### config.mk
export PLATFORM = sky130hd
export DESIGN_NAME = rtu_diag_multiwrite_slave
export DESIGN_NICKNAME = d
export VERILOG_FILES = /design/src/common/rtu_pkg.sv /design/src/verilog/rtu_diag_multiwrite_slave.sv
export VERILOG_INCLUDE_DIRS = /design/src /design/src/common
export SDC_FILE = /design/constraint.sdc
export NUM_CORES = 1
export LEC_CHECK = 0
export BUFFER_PORTS_ARGS = -buffer_cell sky130_fd_sc_hd__buf_2
export CORE_ASPECT_RATIO = 1.1
export CORE_MARGIN = 2
export CORE_UTILIZATION = 43
export CTS_BUF_LIST = sky130_fd_sc_hd__clkbuf_16
export CTS_CLUSTER_SIZE = 25
export DETAILED_ROUTE_END_ITERATION = 10
export MAX_ROUTING_LAYER = met4
export RECOVER_POWER = 100
export REMOVE_ABC_BUFFERS = 1
export SYNTH_ARGS = -nofsm -noshare
export SYNTH_HDL_FRONTEND = slang
export SYNTH_SLANG_ARGS = --single-unit
export TNS_END_PERCENT = 100
### constraint.sdc
create_clock -name I_CLK -period 11.2 [get_ports I_CLK]
set_input_delay 3.36 -clock I_CLK [delete_from_list [all_inputs] [get_ports I_CLK]]
set_output_delay 3.36 -clock I_CLK [all_outputs]
set_load 0.05 [all_outputs]
### src/common/rtu_defs.svh
// Constants of the RTU diagnosis and multi-write slave
// Operation
// Diagnosis sub-function zero echoes query byte-for-byte
// Diagnosis frame: addr, cmd, sub, data, check
// Continuous write stores up to sixteen words
// Master sends addr, cmd, start, qty, count, data
// Write reply echoes start and quantity, new check
// Address high byte is group, low index
// Factory reserved group refused for read, write
// Run-locked and always-locked parameters refuse writes
// Address bit 15 writes RAM copy only
// Reads at RAM-only alias addresses are invalid
// Frames separated by 3.5 character idle time
// Check bytes last, low byte first
// Wrong address or bad check: silent discard
`ifndef RTU_DEFS_SVH
`define RTU_DEFS_SVH
`define RTU_CMD_DIAG       8'h08
`define RTU_CMD_MWRITE     8'h10
`define RTU_SUB_ECHO       16'h0000
`define RTU_MAX_WORDS      16
`define RTU_DIAG_BYTES     4'h8
`define RTU_ACK_CRC_LO     3'h6
`define RTU_ACK_CRC_HI     3'h7
`define RTU_MIN_BYTES      4
`define RTU_CRC_INIT       16'hffff
`define RTU_CRC_POLY       16'ha001
`define RTU_CRC_GOOD       16'h0000
`define RTU_FACTORY_GROUP  8'h63
`define RTU_RAM_BIT        15
`define RTU_GROUP_MASK     8'h7f
`define RTU_CLK_HZ         64'd50000000
`define RTU_BAUD           64'd9600
`define RTU_CHAR_BITS      64'd11
`define RTU_GAP_HALF_CHARS 64'd7
`define RTU_GAP_CYCLES     ((`RTU_GAP_HALF_CHARS * `RTU_CHAR_BITS * `RTU_CLK_HZ + 64'd2 * `RTU_BAUD - 64'd1) \
                            / (64'd2 * `RTU_BAUD))
`endif

### src/common/rtu_pkg.sv
// Types shared by the RTU diagnosis and multi-write slave
package rtu_pkg;
   // Parameter address after decode
   typedef struct packed {
      logic [7:0] group;
      logic [7:0] index;
   } par_addr_t;
   // One parameter write toward the parameter store
   typedef struct packed {
      par_addr_t   addr;
      logic [15:0] data;
      logic        commit_nv;
   } wr_req_t;
   // Protection attributes of one parameter
   typedef struct packed {
      logic lock_run;
      logic lock_always;
   } par_attr_t;
   // Frame handling states, Gray along rx-check-write-tx-gap
   typedef enum logic [2:0] {
      ST_RX    = 3'b000,
      ST_CHECK = 3'b001,
      ST_WRITE = 3'b011,
      ST_TX    = 3'b010,
      ST_GAP   = 3'b110
   } state_t;
endpackage : rtu_pkg

### src/verilog/rtu_diag_multiwrite_slave.sv
// RTU slave frame handler: diagnosis echo and continuous write
`timescale 1ns/1ps
`default_nettype none
`include "rtu_defs.svh"
module rtu_diag_multiwrite_slave #(
   parameter int unsigned MAX_WORDS  = `RTU_MAX_WORDS,
   parameter int unsigned GAP_CYCLES = 32'(`RTU_GAP_CYCLES)
) (
   // Clock and reset
   input  wire logic              I_CLK,
   input  wire logic              I_RESET,
   // Configuration and drive state
   input  wire logic [7:0]        I_SLAVE_ADDR,
   input  wire logic              I_DRIVE_RUNNING,
   // Received bytes from the line receiver
   input  wire logic [7:0]        I_RX_DATA,
   input  wire logic              I_RX_VALID,
   // Bytes toward the line transmitter
   output logic [7:0]             O_TX_DATA,
   output logic                   O_TX_VALID,
   input  wire logic              I_TX_READY,
   // Attribute lookup of the parameter being written
   output rtu_pkg::par_addr_t     O_ATTR_ADDR,
   input  wire rtu_pkg::par_attr_t I_ATTR,
   // Parameter write port
   output rtu_pkg::wr_req_t       O_WR,
   output logic                   O_WR_VALID,
   output logic                   O_WR_REFUSED,
   // Read permission check for the read command handler
   input  wire logic [15:0]       I_RD_ADDR,
   output logic                   O_RD_ALLOWED
);
   import rtu_pkg::*;

   localparam int unsigned MAXB  = 9 + 2 * MAX_WORDS;   // Largest accepted frame
   localparam int unsigned LW    = $clog2(MAXB + 1);
   localparam int unsigned CW    = $clog2(GAP_CYCLES + 1);
   localparam logic [CW-1:0] GAP  = CW'(GAP_CYCLES);
   localparam logic [CW-1:0] GAPM = CW'(GAP_CYCLES - 1);

   // Byte count field must fit one byte; gap needs two cycles; refused at elaboration
   if (MAX_WORDS < 1 || MAX_WORDS > 127 || GAP_CYCLES < 2)
   begin : g_bad_params
      $error("rtu slave: unsupported MAX_WORDS or GAP_CYCLES");
   end

   // CRC over one byte, reflected polynomial
   function automatic logic [15:0] crc_step(input logic [15:0] c, input logic [7:0] b);
      logic [15:0] r;
      r = c ^ {8'h00, b};
      for (int i = 0; i < 8; i++)
         r = r[0] ? ((r >> 1) ^ `RTU_CRC_POLY) : (r >> 1);
      return r;
   endfunction : crc_step

   state_t          state_q, state_d;     // Frame handling state
   logic [7:0]      buf_q [MAXB];         // Received frame bytes
   logic [LW-1:0]   len_q, len_d;         // Bytes in the frame
   logic            ovf_q, ovf_d;         // Frame longer than buffer
   logic [CW-1:0]   cnt_q, cnt_d;         // Idle cycles on the line
   logic [15:0]     rcrc_q, rcrc_d;       // Running check of rx bytes
   logic [15:0]     tcrc_q, tcrc_d;       // Check of the write reply
   logic            mw_q, mw_d;           // Reply is a write acknowledge
   logic [2:0]      tx_idx_q, tx_idx_d;   // Reply byte position
   logic [7:0]      tx_data_q;            // Reply byte on the port
   logic [6:0]      w_q, w_d;             // Word being written
   logic [15:0]     waddr_q, waddr_d;     // Address of that word
   wr_req_t         wr_q;                 // Write port register
   logic            wr_valid_q;           // Write strobe
   logic            wr_refused_q;         // Refusal strobe

   // Line activity and frame capture
   wire             idle_done = (cnt_q == GAP);
   wire             take_byte = I_RX_VALID && (state_q == ST_RX) && (len_q != '0 || idle_done);
   wire             frame_end = (state_q == ST_RX) && (len_q != '0) && (cnt_q == GAPM) && !I_RX_VALID;
   wire             tx_go     = (state_q == ST_TX) && I_TX_READY;

   // Field decode of the held frame
   wire [7:0]       f_cmd    = buf_q[1];
   wire [15:0]      f_sub    = {buf_q[2], buf_q[3]};
   wire [15:0]      f_start  = {buf_q[2], buf_q[3]};
   wire [15:0]      f_qty    = {buf_q[4], buf_q[5]};
   wire [7:0]       f_bytes  = buf_q[6];
   wire             addr_hit = (buf_q[0] == I_SLAVE_ADDR);
   // Residue zero means the low-first check bytes matched
   wire             crc_ok   = (rcrc_q == `RTU_CRC_GOOD);
   wire             frame_ok = addr_hit && crc_ok && !ovf_q && (len_q >= LW'(`RTU_MIN_BYTES));
   wire             is_echo  = (f_cmd == `RTU_CMD_DIAG) && (len_q == LW'(`RTU_DIAG_BYTES))
                               && (f_sub == `RTU_SUB_ECHO);
   wire             qty_ok   = (f_qty != 16'h0000) && (f_qty <= 16'(MAX_WORDS));
   wire             is_mw    = (f_cmd == `RTU_CMD_MWRITE) && qty_ok && (f_bytes == f_qty[6:0] * 8'h02)
                               && (len_q == LW'(9 + 2 * int'(f_qty[6:0])));
   wire [6:0]       last_w   = f_qty[6:0] - 7'h01;

   // Parameter address decode; alias bit is stripped off the group
   wire             ram_only = waddr_q[`RTU_RAM_BIT];
   wire par_addr_t  dec_addr = '{group: waddr_q[15:8] & `RTU_GROUP_MASK, index: waddr_q[7:0]};
   wire [LW-1:0]    wpos     = LW'(7 + 2 * int'(w_q));
   wire [15:0]      wdata    = {buf_q[wpos], buf_q[wpos + LW'(1)]};
   wire             locked   = I_ATTR.lock_always || (I_ATTR.lock_run && I_DRIVE_RUNNING);
   wire             wr_ok    = (dec_addr.group != `RTU_FACTORY_GROUP) && !locked;

   // Reply byte selection for the position about to be shown
   wire             crc_lo   = mw_d && (tx_idx_d == `RTU_ACK_CRC_LO);
   wire             crc_hi   = mw_d && (tx_idx_d == `RTU_ACK_CRC_HI);
   wire [7:0]       tx_sel   = crc_lo ? tcrc_d[7:0] : crc_hi ? tcrc_d[15:8] : buf_q[LW'(tx_idx_d)];

   // Read gate: alias addresses and the factory group are invalid
   assign O_RD_ALLOWED = !I_RD_ADDR[`RTU_RAM_BIT]
                         && (I_RD_ADDR[15:8] != `RTU_FACTORY_GROUP);
   assign O_TX_VALID   = (state_q == ST_TX);
   assign O_TX_DATA    = tx_data_q;
   assign O_ATTR_ADDR  = dec_addr;
   assign O_WR         = wr_q;
   assign O_WR_VALID   = wr_valid_q;
   assign O_WR_REFUSED = wr_refused_q;

   // Next-state and counter logic
   always_comb
   begin
      state_d  = state_q;
      len_d    = len_q;
      ovf_d    = ovf_q;
      rcrc_d   = rcrc_q;
      tcrc_d   = tcrc_q;
      mw_d     = mw_q;
      tx_idx_d = tx_idx_q;
      w_d      = w_q;
      waddr_d  = waddr_q;
      // Any line activity restarts the idle count
      if (I_RX_VALID || state_q == ST_TX)
         cnt_d = '0;
      else if (!idle_done)
         cnt_d = cnt_q + CW'(1);
      else
         cnt_d = cnt_q;
      case (state_q)
         ST_RX:
         begin
            // Bytes beyond the buffer mark the frame as bad
            if (take_byte)
            begin
               rcrc_d = crc_step((len_q == '0) ? `RTU_CRC_INIT : rcrc_q, I_RX_DATA);
               if (len_q == LW'(MAXB))
                  ovf_d = 1'b1;
               else
                  len_d = len_q + LW'(1);
            end
            if (frame_end)
               state_d = ST_CHECK;
         end
         ST_CHECK:
         begin
            tx_idx_d = '0;
            tcrc_d   = `RTU_CRC_INIT;
            w_d      = '0;
            waddr_d  = f_start;
            len_d    = '0;
            ovf_d    = 1'b0;
            // Unaddressed or corrupt frames get no answer at all
            if (frame_ok && is_echo)
            begin
               mw_d    = 1'b0;
               state_d = ST_TX;
            end
            else if (frame_ok && is_mw)
            begin
               mw_d    = 1'b1;
               state_d = ST_WRITE;
            end
            else
               state_d = ST_RX;
         end
         ST_WRITE:
         begin
            // One word per cycle; carry never reaches the alias bit
            w_d     = w_q + 7'h01;
            waddr_d = {waddr_q[15], waddr_q[14:0] + 15'h0001};
            if (w_q == last_w)
               state_d = ST_TX;
         end
         ST_TX:
         begin
            if (tx_go)
            begin
               // Acknowledge check covers addr, cmd, start, quantity
               if (tx_idx_q < `RTU_ACK_CRC_LO)
                  tcrc_d = crc_step(tcrc_q, tx_data_q);
               tx_idx_d = tx_idx_q + 3'h1;
               if (tx_idx_q == `RTU_ACK_CRC_HI)
                  state_d = ST_GAP;
            end
         end
         ST_GAP:
         begin
            // Hold the line quiet before listening again
            if (cnt_q == GAPM && !I_RX_VALID)
               state_d = ST_RX;
         end
         default:
            state_d = ST_RX;
      endcase
   end

   // Control registers
   always_ff @(posedge I_CLK or posedge I_RESET)
   begin
      if (I_RESET)
      begin
         state_q  <= ST_RX;
         len_q    <= '0;
         ovf_q    <= 1'b0;
         cnt_q    <= '0;
         rcrc_q   <= `RTU_CRC_INIT;
         tcrc_q   <= `RTU_CRC_INIT;
         mw_q     <= 1'b0;
         tx_idx_q <= '0;
         w_q      <= '0;
         waddr_q  <= '0;
      end
      else
      begin
         state_q  <= state_d;
         len_q    <= len_d;
         ovf_q    <= ovf_d;
         cnt_q    <= cnt_d;
         rcrc_q   <= rcrc_d;
         tcrc_q   <= tcrc_d;
         mw_q     <= mw_d;
         tx_idx_q <= tx_idx_d;
         w_q      <= w_d;
         waddr_q  <= waddr_d;
      end
   end

   // Output registers for reply bytes and parameter writes
   always_ff @(posedge I_CLK or posedge I_RESET)
   begin
      if (I_RESET)
      begin
         tx_data_q    <= 8'h00;
         wr_q         <= '0;
         wr_valid_q   <= 1'b0;
         wr_refused_q <= 1'b0;
      end
      else
      begin
         // Echo reuses stored check bytes untouched
         tx_data_q    <= tx_sel;
         wr_valid_q   <= (state_q == ST_WRITE) && wr_ok;
         wr_refused_q <= (state_q == ST_WRITE) && !wr_ok;
         if (state_q == ST_WRITE)
            wr_q <= '{addr: dec_addr, data: wdata, commit_nv: !ram_only};
      end
   end

   // Frame byte store; data only, so no reset is needed
   always_ff @(posedge I_CLK)
   begin
      if (take_byte && len_q != LW'(MAXB))
         buf_q[len_q] <= I_RX_DATA;
   end
endmodule : rtu_diag_multiwrite_slave
`default_nettype wire

-- Yosys cells after proc, flatten, opt, wreduce, memory -nomap -nowiden
Memory sizes are Yosys's and may differ from the RTL's. A register that Yosys moved wholly into a read port is not among the register bits.
Cells that the tools add are included.
- add/subtract/negate cells: 9
- magnitude comparators: 3
- eq/ne operators: 29
- muxes and demuxes: 47
- bitwise gates (word level): 19
- reductions and logical operators: 48
- operators by type and width (kind ; number):
    16-bit 2-to-1 mux ; 19
    16-bit case mux with 2 select lines ; 2
    2-bit NOT with 3-bit output ; 16
    18-bit equality test, second input constant ; 2
    18-bit 2-to-1 mux ; 2
    16-bit zero test ; 2
    16-bit by 8-bit bitwise XOR with 16-bit output ; 2
    1-bit logical AND ; 26
    18-bit by 1-bit adder with 18-bit output, second input constant ; 1
    3-bit 2-to-1 mux ; 6
    8-bit equality test ; 2
    16-bit by 5-bit less-or-equal comparator with 1-bit output, second input constant ; 1
    8-bit 2-to-1 mux ; 2
    16-bit nonzero test ; 1
    15-bit by 1-bit adder with 15-bit output, second input constant ; 1
    3-bit case mux with 5 select lines ; 1
    7-bit case mux with 2 select lines ; 1
    6-bit by 1-bit adder with 6-bit output, second input constant ; 2
    3-bit equality test, second input constant ; 4
    6-bit 2-to-1 mux ; 2
    6-bit case mux with 2 select lines ; 1
    2-bit inequality test, second input constant ; 5
    8-bit by 4-bit equality test with 1-bit output, second input constant ; 1
    8-bit by 5-bit equality test with 1-bit output, second input constant ; 1
    other kinds (31) ; 52
- register bits after elaboration: 113
- bits in writable memories: 328
- output and inout port bits: 61
- memories: 1
- memory list (name ; depth ; bits a word ; read ports ; clocked after Yosys merged registers in ; write ports ; line ; RTL):
    buf_q ; 41 ; 8 ; 10 ; 2 ; 1 ; rtu_diag_multiwrite_slave.sv:57 ; logic [7:0] buf_q [MAXB];

-- Logic depth before layout (Yosys ltp)
Gate-level depths: netlist of run 1.
- depth after elaboration: 22
- gate-level depth with buffers: 15

-- Worst setup path before layout of run 1
OpenSTA, ideal clock, no wires.
- path kind: input -> output
- from: in I_RD_ADDR[9]
- to: out O_RD_ALLOWED
- data arrival time: 4307 ps
- data required time: 7840 ps
- slack: 3533 ps
- cell stages on the path: 3
- buffers on the path: 0
- cell sequence: nand2_1 > nor2_1 > a41oi_1
- cells in the longest elaborated chain, start to end: 2
- RTL lines (what ; line ; RTL):
    from (decl) ; rtu_diag_multiwrite_slave.sv:30 ; input wire logic [15:0] I_RD_ADDR,
    8-bit by 7-bit inequality test with 1-bit output (no source line) ; - ;
    1-bit logical AND ; rtu_diag_multiwrite_slave.sv:109 ; assign O_RD_ALLOWED = !I_RD_ADDR[`RTU_RAM_BIT]
    to (decl) ; rtu_diag_multiwrite_slave.sv:31 ; output logic O_RD_ALLOWED
No other way between the ends.

-- Final worst setup path of run 1
- from: reg w_q[0]
- to: reg, netlist name O_WR[1]
- cells in the longest elaborated chain, start to end: 2
- RTL lines (what ; line ; RTL):
    from (decl) ; rtu_diag_multiwrite_slave.sv:66 ; logic [6:0] w_q, w_d;
    from (signal assigned) ; rtu_diag_multiwrite_slave.sv:231 ; w_q <= w_d;
    3-bit by 6-bit adder with 6-bit output ; rtu_diag_multiwrite_slave.sv:98 ; wire [LW-1:0] wpos = LW'(7 + 2 * int'(w_q));
    6-bit by 1-bit adder with 6-bit output ; rtu_diag_multiwrite_slave.sv:99 ; wire [15:0] wdata = {buf_q[wpos], buf_q[wpos + LW'(1)]};
No other way between the ends.
A chain may end at the register's enable or synchronous reset.

==> metrics.cfg, run 1 <==
[yosys]
yosys.area.top_type=edfxtp_1
yosysWarningCount=0
seq_area_frac_synth_pct=64.5
yosys.area_share.xor_xnor_pct=4.27
synth-compound-area-share_pct=4.64
synthArstFlopShare_pct=25.1
synthCells=1488
synth_top_family_by_area=multiplexers
ys.flop_type=edfxtp_1
synth_edf_count=384
synth_fa_ha_area_share_pct=0.818
yosys-top-cells-count=edfxtp_1 (384), mux4_2 (125), nor2_1 (124)
muxShareOfSynthArea_pct=15.4
netlist_area_um2=23000
synth.most_common_cell=edfxtp_1
synth.area.top_cells=edfxtp_1 (50%), mux4_2 (12%), dfrtp_1 (11%), dfstp_2 (3.7%), xnor2_1 (2.4%)
ys_ff_latch=513
synthSimpleGateAreaFrac_pct=7.78
ys_types=79
avgSynthCellArea_um2=15.4
synth_top_area_share_pct=50.2

[power]
leakage_uw=0.00855
ir_drop_uv=105
powerDensity_nw_per_um2=177

[sta]
rsz0062_at_grt=false
worst_slew_pin_slew_ns=3.52
drv_slew=757
fmax_ghz=0.122
fin_crit_sh_pct=73.4
fin_worst_skew_ns=0.0162
slew_headroom_pct=-135
setup_viol=0
min_period_ns=8.22
fin_tns_setup_ns=0
hold_violations=0

[setup_path]
critical_path_class=register to register
start_kind=register
worstPathRequired_ns=11.60
r2r-start=w_q[0]$_DFFE_PP0P_
r2r_cells=7
setup.worst_path.end_class=register
crit_fanout=42
cp.arrival_ns=8.61
cp-startpoint=w_q[0]$_DFFE_PP0P_
worstReg2RegEnd=O_WR[1]$_DFFE_PP0P_
r2r_slack_ns=2.98

[grt]
grt_pass1_wl_mm=82.1
first_global_vias=13000
grt_overflow=0
grt_usage_pct=20.4
grt_max_degree=71
antenna_found_initial=1

[floorplanning]
io_pins=100
dieWidth_um=224
core-area_um2=52600
die_area_um2=55200
rows=88
floorplan.initialDensity_pct=43.6
dieHeight_um=246

[drt]
vias_per_cell=5.75
routed_wl_mm=54.1
dr_total_vias=13100
wl_per_cell_um=23.8
first_iter_violations=1177
route.detailed.drc=0
firstDrtPassIters=7
final_antenna_net_count=0

[layout]
layout-drive-gt1-share_pct=18.1
n_antenna_cell=0
final_area_um2=25300
fin_util_pct=48.1
syn_to_final_growth_pct=10.2
layout.nets=1607

[worst_hold_path]
min_path_cells=2
hold_path.class=register to register
min_to=tcrc_q[4]$_DFF_PP1_
hp-start=tcrc_q[12]$_DFF_PP1_

[clock_tree]
clockBufferDepth=3
clk_pin_slew_ns=0.06
cts_made_buffers=52
post_cts_buffers=0
cts_hold_buf=0
clock_latency_ns=0.59
cts_tree=built
ctsRootBufferMaster=clkbuf_16
cts_sinks=513
h-tree-depth=2
cts_resized=0

[place]
hpwl_mm=34.8
gp_congestion=0.849
port_buffers=89
dpl_cell_area_um2=23900

[flow_run]
max_cap_violations=15

[status]
violations=max-capacitance violations, max-slew violations
outcome=finished, violations left

-- worst max path at each step --
stage                                      end  slack, ns
after floorplan           O_WR[11]$_DFFE_PP0P_       3.30
after global placement            O_RD_ALLOWED       3.81
after detailed placement          O_RD_ALLOWED       3.83
after CTS                         O_RD_ALLOWED       3.82
after global routing       O_WR[1]$_DFFE_PP0P_       2.10
final                      O_WR[1]$_DFFE_PP0P_       2.98
-- cells by family (layout without fill, tap and decap cells) --
group,count (synthesis),after routing
XOR/XNOR,99,99
multiplexers,193,193
AO/OA/AOI/OAI,174,174
flip-flops,513,513
other,1,2
buffers and inverters,121,228
AND/OR/NAND/NOR,372,372
adder cells (fa/ha/maj),15,15
-- metrics by stage --
stage,hold slack [ns],setup slack [ns],std cells,power [µW]
global route,0.491,2.10,2271,4660
finish,0.470,2.98,2271,4480
CTS,0.470,3.82,2271,4520
floorplan,0.440,3.30,1390,2710
detailed placement,0.464,3.83,2174,2910
global placement,0.454,3.81,2174,2890
-- area by class of cell --
class	count	area, µm²
Sequential cell	513	14800
Timing Repair Buffer	109	462
Tap cell	675	845
Inverter	22	83.8
Fill cell	4528	27300
Clock buffer	52	1300
Multi-Input combinational cell	855	7540
Clock inverter	45	264
-- report_power, final --
group | switching (µW) | leakage [µW] | total [µW] | internal [µW]
Sequential | 106 | 0.00512 | 2290 | 2180
Clock | 726 | 0.000821 | 1620 | 890
Combinational | 336 | 0.00262 | 579 | 243
-- critical path, cell delays in order, from the launching register on --
cell and delay (ns):
dfrtp_1 1.12, clkbuf_1 2.01, clkbuf_1 2.60, nor3_1 0.26
xnor2_1 1.12, mux4_2 0.49, mux2i_1 0.28, o21ai_0 0.12
-- metal layers --
metal / track usage (%) / vias to the layer above / share of wire, %
li1: - / 5844 / -
met1: 28.1 / 6715 / 44
met2: 32.0 / 430 / 48
met3: 3.17 / 67 / 6.1
met4: 5.41 / 0 / 2.0
met5: - / - / 0
-- placed cells by master, fill, tap and decap left out, types with 41 or more instances in the layout --
| master | count |
|---|---|
| edfxtp_1 | 384 |
| dfrtp_1 | 97 |
| nand2_1 | 94 |
| xnor2_1 | 64 |
| clkbuf_1 | 79 |
| o21ai_0 | 58 |
| clkbuf_16 | 52 |
| mux2i_1 | 41 |
| mux4_2 | 125 |
| nor2_1 | 124 |
| a21oi_1 | 44 |
-- sequential cells by signal (all words and copies together) (netlist names), 3 cells and up --
| signal | count |
|---|---|
| state_q | 3 |
| w_q | 7 |
| cnt_q | 18 |
| len_q | 6 |
| tcrc_q | 16 |
| rcrc_q | 16 |
| tx_idx_q | 3 |
| O_WR | 32 |
| O_TX_DATA | 8 |
| waddr_q | 16 |
| buf_q | 384 |
Power figures use the tool's default switching activity.
==> inputs of run 2 (changes only) <==
==> constraint.sdc (replaced) <==
create_clock -name I_CLK -period 7.7 [get_ports I_CLK]
set_input_delay 2.31 -clock I_CLK [delete_from_list [all_inputs] [get_ports I_CLK]]
set_output_delay 2.31 -clock I_CLK [all_outputs]
set_load 0.05 [all_outputs]
==> run 2 against run 1 <==
  * The run still ends with max-capacitance violations, max-slew violations left
  * Core utilization is 0.36 points higher
  * First-iteration DRC count is 2.5% higher
  * Cell area is 0.76% higher
  * Wire length is 0.12% higher
  * Critical path depth is 2 lower
  * Combinational power is 45% higher
  * Critical path type is now primary input to output pin
==> metrics.cfg, run 2 (same netlist as run 1, synthesis figures left out) <==
[status]
outcome=finished, violations left
violations=max-capacitance violations, max-slew violations

[setup_path]
crit_buf_inv=2
max_stage_delay_ns=0.49
critical_path_class=primary input to output pin
start_kind=primary input
path_cells=buf_2 > nand2_1 > nor2_1 > a41oi_1 > clkbuf_1
cpLargestDelayFamily=buffers and inverters
crit_fanout=1
worstPathRequired_ns=5.39
setup.worst_path.end_class=output pin
crit_slowest_cell=clkbuf_1
cp.arrival_ns=3.19

[power]
powerDensity_nw_per_um2=263
ir_drop_uv=159
leakage_uw=0.00864
power_uw=6710

[floorplanning]
dieWidth_um=224
core-area_um2=52600
dieHeight_um=246
die_area_um2=55200
rows=88
floorplan.initialDensity_pct=43.6
io_pins=100

[place]
port_buffers=89
hpwl_mm=34.9
gp_congestion=0.852

[sta]
fin_crit_sh_pct=71.5
worst_slew_pin_slew_ns=3.15
slew_headroom_pct=-111
rsz0062_at_grt=false
min_period_ns=5.50
setup_viol=0
hold_violations=0
fmax_ghz=0.182
drv_slew=624
fin_worst_skew_ns=0.0307

[layout]
largest_reg_flops=384
layout_commonest_cell=edfxtp_1
mostFrequentLayoutCells=edfxtp_1 (384), mux4_2 (125), nor2_1 (124)
regMostFlops=buf_q
syn_to_final_growth_pct=11.1
layout.nets=1608
fin_util_pct=48.4
layout-drive-gt1-share_pct=19.1
n_antenna_cell=0

[clock_tree]
cts_tree=built
cts_made_buffers=52
cts_sinks=513
ctsRootBufferMaster=clkbuf_16
clockBufferDepth=3
clk_pin_slew_ns=0.06
h-tree-depth=2
post_cts_buffers=0
cts_hold_buf=0
cts_resized=0
clock_latency_ns=0.62

[grt]
grt_usage_pct=20.6
grt_max_degree=67
antenna_found_initial=2
grt_pass1_wl_mm=82.7
first_global_vias=13300
grt_overflow=0

[drt]
wl_per_cell_um=23.9
first_iter_violations=1207
firstDrtPassIters=5
final_antenna_net_count=0
vias_per_cell=5.79
route.detailed.drc=0
dr_total_vias=13100
routed_wl_mm=54.2

[worst_hold_path]
hold_path.class=register to register

[flow_run]
max_cap_violations=12

## run 2: area by class of cell
cell class              instances  area [µm²]
clock inverters                44         413
multi-input cells             855        7560
repair buffers                110         480
fillers                      4480       27100
inverters                      22        83.8
flip-flops and latches        513       14800
well taps                     675         845
clock buffers                  52        1300
## run 2: power by group
part,internal (µW),switching (µW)
Sequential,3170,154
Clock,1470,1080
Combinational,352,489
## run 2: routing by layer
layer | vias to the layer above | share of wire, % | track usage [%]
met5 | - | 0 | -
li1 | 5845 | - | -
met3 | 93 | 6.0 | 3.35
met2 | 448 | 47 | 32.2
met1 | 6763 | 44 | 27.9
met4 | 0 | 3.1 | 6.62
## run 2: metrics by stage
stage	instance area [µm²]	setup TNS, ns	hold WS [ns]	worst slack, ns	cells
finish	25500	0	0.472	2.20	2271
global route	25500	0	0.492	1.68	2271
CTS	25600	0	0.475	2.39	2271
detailed placement	23900	0	0.465	2.34	2175
global placement	23900	0	0.453	2.35	2175
floorplan	22400	-1.48	0.440	-0.200	1390
## run 2: path summary, 6_finish.rpt
kind	start	to	slack [ns]	cells after the start
setup / recovery	I_RD_ADDR[9]	O_RD_ALLOWED	2.20	5
hold / removal	tcrc_q[9]$_DFF_PP1_	tcrc_q[1]$_DFF_PP1_	0.47	2
setup reg to reg	len_q[0]$_DFFE_PP0P_	buf_q[21][1]$_DFFE_PP_	3.09	7
hold reg to reg	tcrc_q[9]$_DFF_PP1_	tcrc_q[1]$_DFF_PP1_	0.47	2
max in group asynchronous	I_RESET	O_WR[13]$_DFFE_PP0P_	2.27	3
min in group asynchronous	I_RESET	O_TX_DATA[1]$_DFF_PP0_	2.59	2
## run 2: worst min-delay path, delay by kind of cell (launching register included)
| kind | cells | cell delay (ns) |
|---|---|---|
| DFF | 1 | 0.37 |
| and+or+nand+nor | 2 | 0.11 |
==> inputs of run 3 (changes only) <==
==> constraint.sdc (replaced) <==
create_clock -name I_CLK -period 5 [get_ports I_CLK]
set_input_delay 1.5 -clock I_CLK [delete_from_list [all_inputs] [get_ports I_CLK]]
set_output_delay 1.5 -clock I_CLK [all_outputs]
set_load 0.05 [all_outputs]
==> run 3 against run 2 <==
  * The run still ends with max-capacitance violations, max-slew violations left
  * Die area unchanged
  * Worst setup slack got worse by 1.3 ns
  * Clock power increased by 56%
  * Via count increased by 0.46%
  * Non-clock buffer count increased by 16
  * Clock-buffer cell count increased by 2
  * Power increased by 55%
  * Sequential cell count unchanged
  * Hold slack got worse by 0.0071 ns
  * Core utilization increased by 0.21 points
  * Clock skew decreased by 0.00058 ns
  * Global-route usage increased by 0.42 points
  * Critical path type is now register to register
  * Largest cell class unchanged
  * Highest routed layer unchanged
==> metrics.cfg, run 3 (same netlist as run 1, synthesis figures left out) <==
[drt]
vias_per_cell=5.76
dr_total_vias=13200
route.detailed.drc=0
wl_per_cell_um=24.4
final_antenna_net_count=0
routed_wl_mm=55.9
firstDrtPassIters=5
first_iter_violations=1191

[clock_tree]
clockBufferDepth=3
cts_made_buffers=54
h-tree-depth=2
post_cts_buffers=0
clock_latency_ns=0.62
cts_sinks=513
cts_tree=built
cts_hold_buf=0
clk_pin_slew_ns=0.06
cts_resized=0
ctsRootBufferMaster=clkbuf_16

[power]
leakage_uw=0.00867
powerDensity_nw_per_um2=406
ir_drop_uv=278

[setup_path]
worstReg2RegEnd=buf_q[6][2]$_DFFE_PP_
r2r_cells=6
worstPathRequired_ns=5.22
crit_buf_inv=1
start_kind=register
cpLargestDelayFamily=simple AND/OR/NAND/NOR gates
max_stage_delay_ns=0.81
cp-endpoint=buf_q[6][2]$_DFFE_PP_
r2r-start=len_q[0]$_DFFE_PP0P_
path_depth=6
critical_path_class=register to register
r2r_slack_ns=0.91
crit_slowest_cell=a21oi_1
crit_fanout=16
cp.arrival_ns=4.31
cp-startpoint=len_q[0]$_DFFE_PP0P_
setup.worst_path.end_class=register
path_cells=inv_1 > ha_1 > and2_0 > a21oi_1 > nand3b_1 > nor2_1

[layout]
n_antenna_cell=0
fin_cells=2293
mostFrequentLayoutCells=edfxtp_1 (384), mux4_2 (125), nor2_1 (124)
register_area_um2=14800
largest_reg_flops=384
multi_input_area_um2=7560
layout.nets=1626
regMostFlops=buf_q
layout_commonest_cell=edfxtp_1
final_area_um2=25600
layout-drive-gt1-share_pct=18.7
fillers=4490
syn_to_final_growth_pct=11.6

[grt]
antenna_found_initial=3
grt_pass1_wl_mm=83.6
grt_usage_pct=21.0
grt_max_degree=102
grt_overflow=0
first_global_vias=13100

[place]
port_buffers=89
dp.cells=2191
dpl_cell_area_um2=24100
gp_congestion=0.890
hpwl_mm=35.9

[flow_run]
max_cap_violations=9

[worst_hold_path]
hold_path.class=register to register

[floorplanning]
dieHeight_um=246
io_pins=100
die_area_um2=55200
dieWidth_um=224
core-area_um2=52600
rows=88
floorplan.initialDensity_pct=43.6

[sta]
rsz0062_at_grt=false
fmax_ghz=0.244
slew_headroom_pct=-78.7
min_period_ns=4.09
fin_crit_sh_pct=81.8
fin_worst_skew_ns=0.0301
drv_slew=487
hold_violations=0
worst_slew_pin_slew_ns=2.68
setup_viol=0

[status]
violations=max-capacitance violations, max-slew violations
outcome=finished, violations left

run 3: how the worst min path moves through the flow:
stage / startpoint / to / depth (start not counted)
3_5_place_dp: tcrc_q[12]$_DFF_PP1_ / tcrc_q[4]$_DFF_PP1_ / 2
6_report: waddr_q[15]$_DFFE_PP0P_ / O_WR[0]$_DFFE_PP0P_ / 1
3_3_place_gp: waddr_q[15]$_DFFE_PP0P_ / O_WR[0]$_DFFE_PP0P_ / 1
2_1_floorplan: waddr_q[15]$_DFFE_PP0P_ / O_WR[0]$_DFFE_PP0P_ / 1
4_1_cts: tcrc_q[12]$_DFF_PP1_ / tcrc_q[4]$_DFF_PP1_ / 2
5_1_grt: O_WR[0]$_DFFE_PP0P_ / O_WR[0]$_DFFE_PP0P_ / 2
run 3: where the power goes:
part,switching [µW],internal (µW)
clock,1710,2240
sequential,239,4890
combinational,773,544
total,2720,7670
run 3: through the flow:
step / util [%] / setup slack [ns] / total power, µW / TNS (ns) / hold slack (ns)
after floorplan: - / -2.90 / 6060 / -46.02 / 0.440
after global placement: 45.7 / 0.991 / 6500 / 0 / 0.454
after detailed placement: 45.7 / 0.956 / 6540 / 0 / 0.465
after CTS: 49.0 / 1.30 / 10500 / 0 / 0.473
after global routing: 48.6 / 0.803 / 10800 / 0 / 0.494
final: 48.6 / 0.909 / 10400 / 0 / 0.465
run 3: per-layer routing:
layer	up-vias	global-route usage, %	wire [µm]
met5	-	-	0
met4	0	5.78	1360
met3	89	3.18	3150
met2	411	33.5	27000
met1	6817	28.4	24300
li1	5893	-	-
run 3: final cells by class:
type                       count  share of cell area, %
sequential                   513                   57.8
multi-input combinational    855                   29.5
clock buffer                  54                   5.28
tap                          675                   3.30
timing repair buffer         126                   2.20
clock inverter                48                   1.53
inverter                      22                  0.337
run 3: worst register-to-register path, stage by stage, from the launching register on:
cell,delay [ns]
dfrtp_1,0.56
inv_1,0.20
ha_1,0.33
and2_0,0.47
a21oi_1,0.81
nand3b_1,0.52
nor2_1,0.80
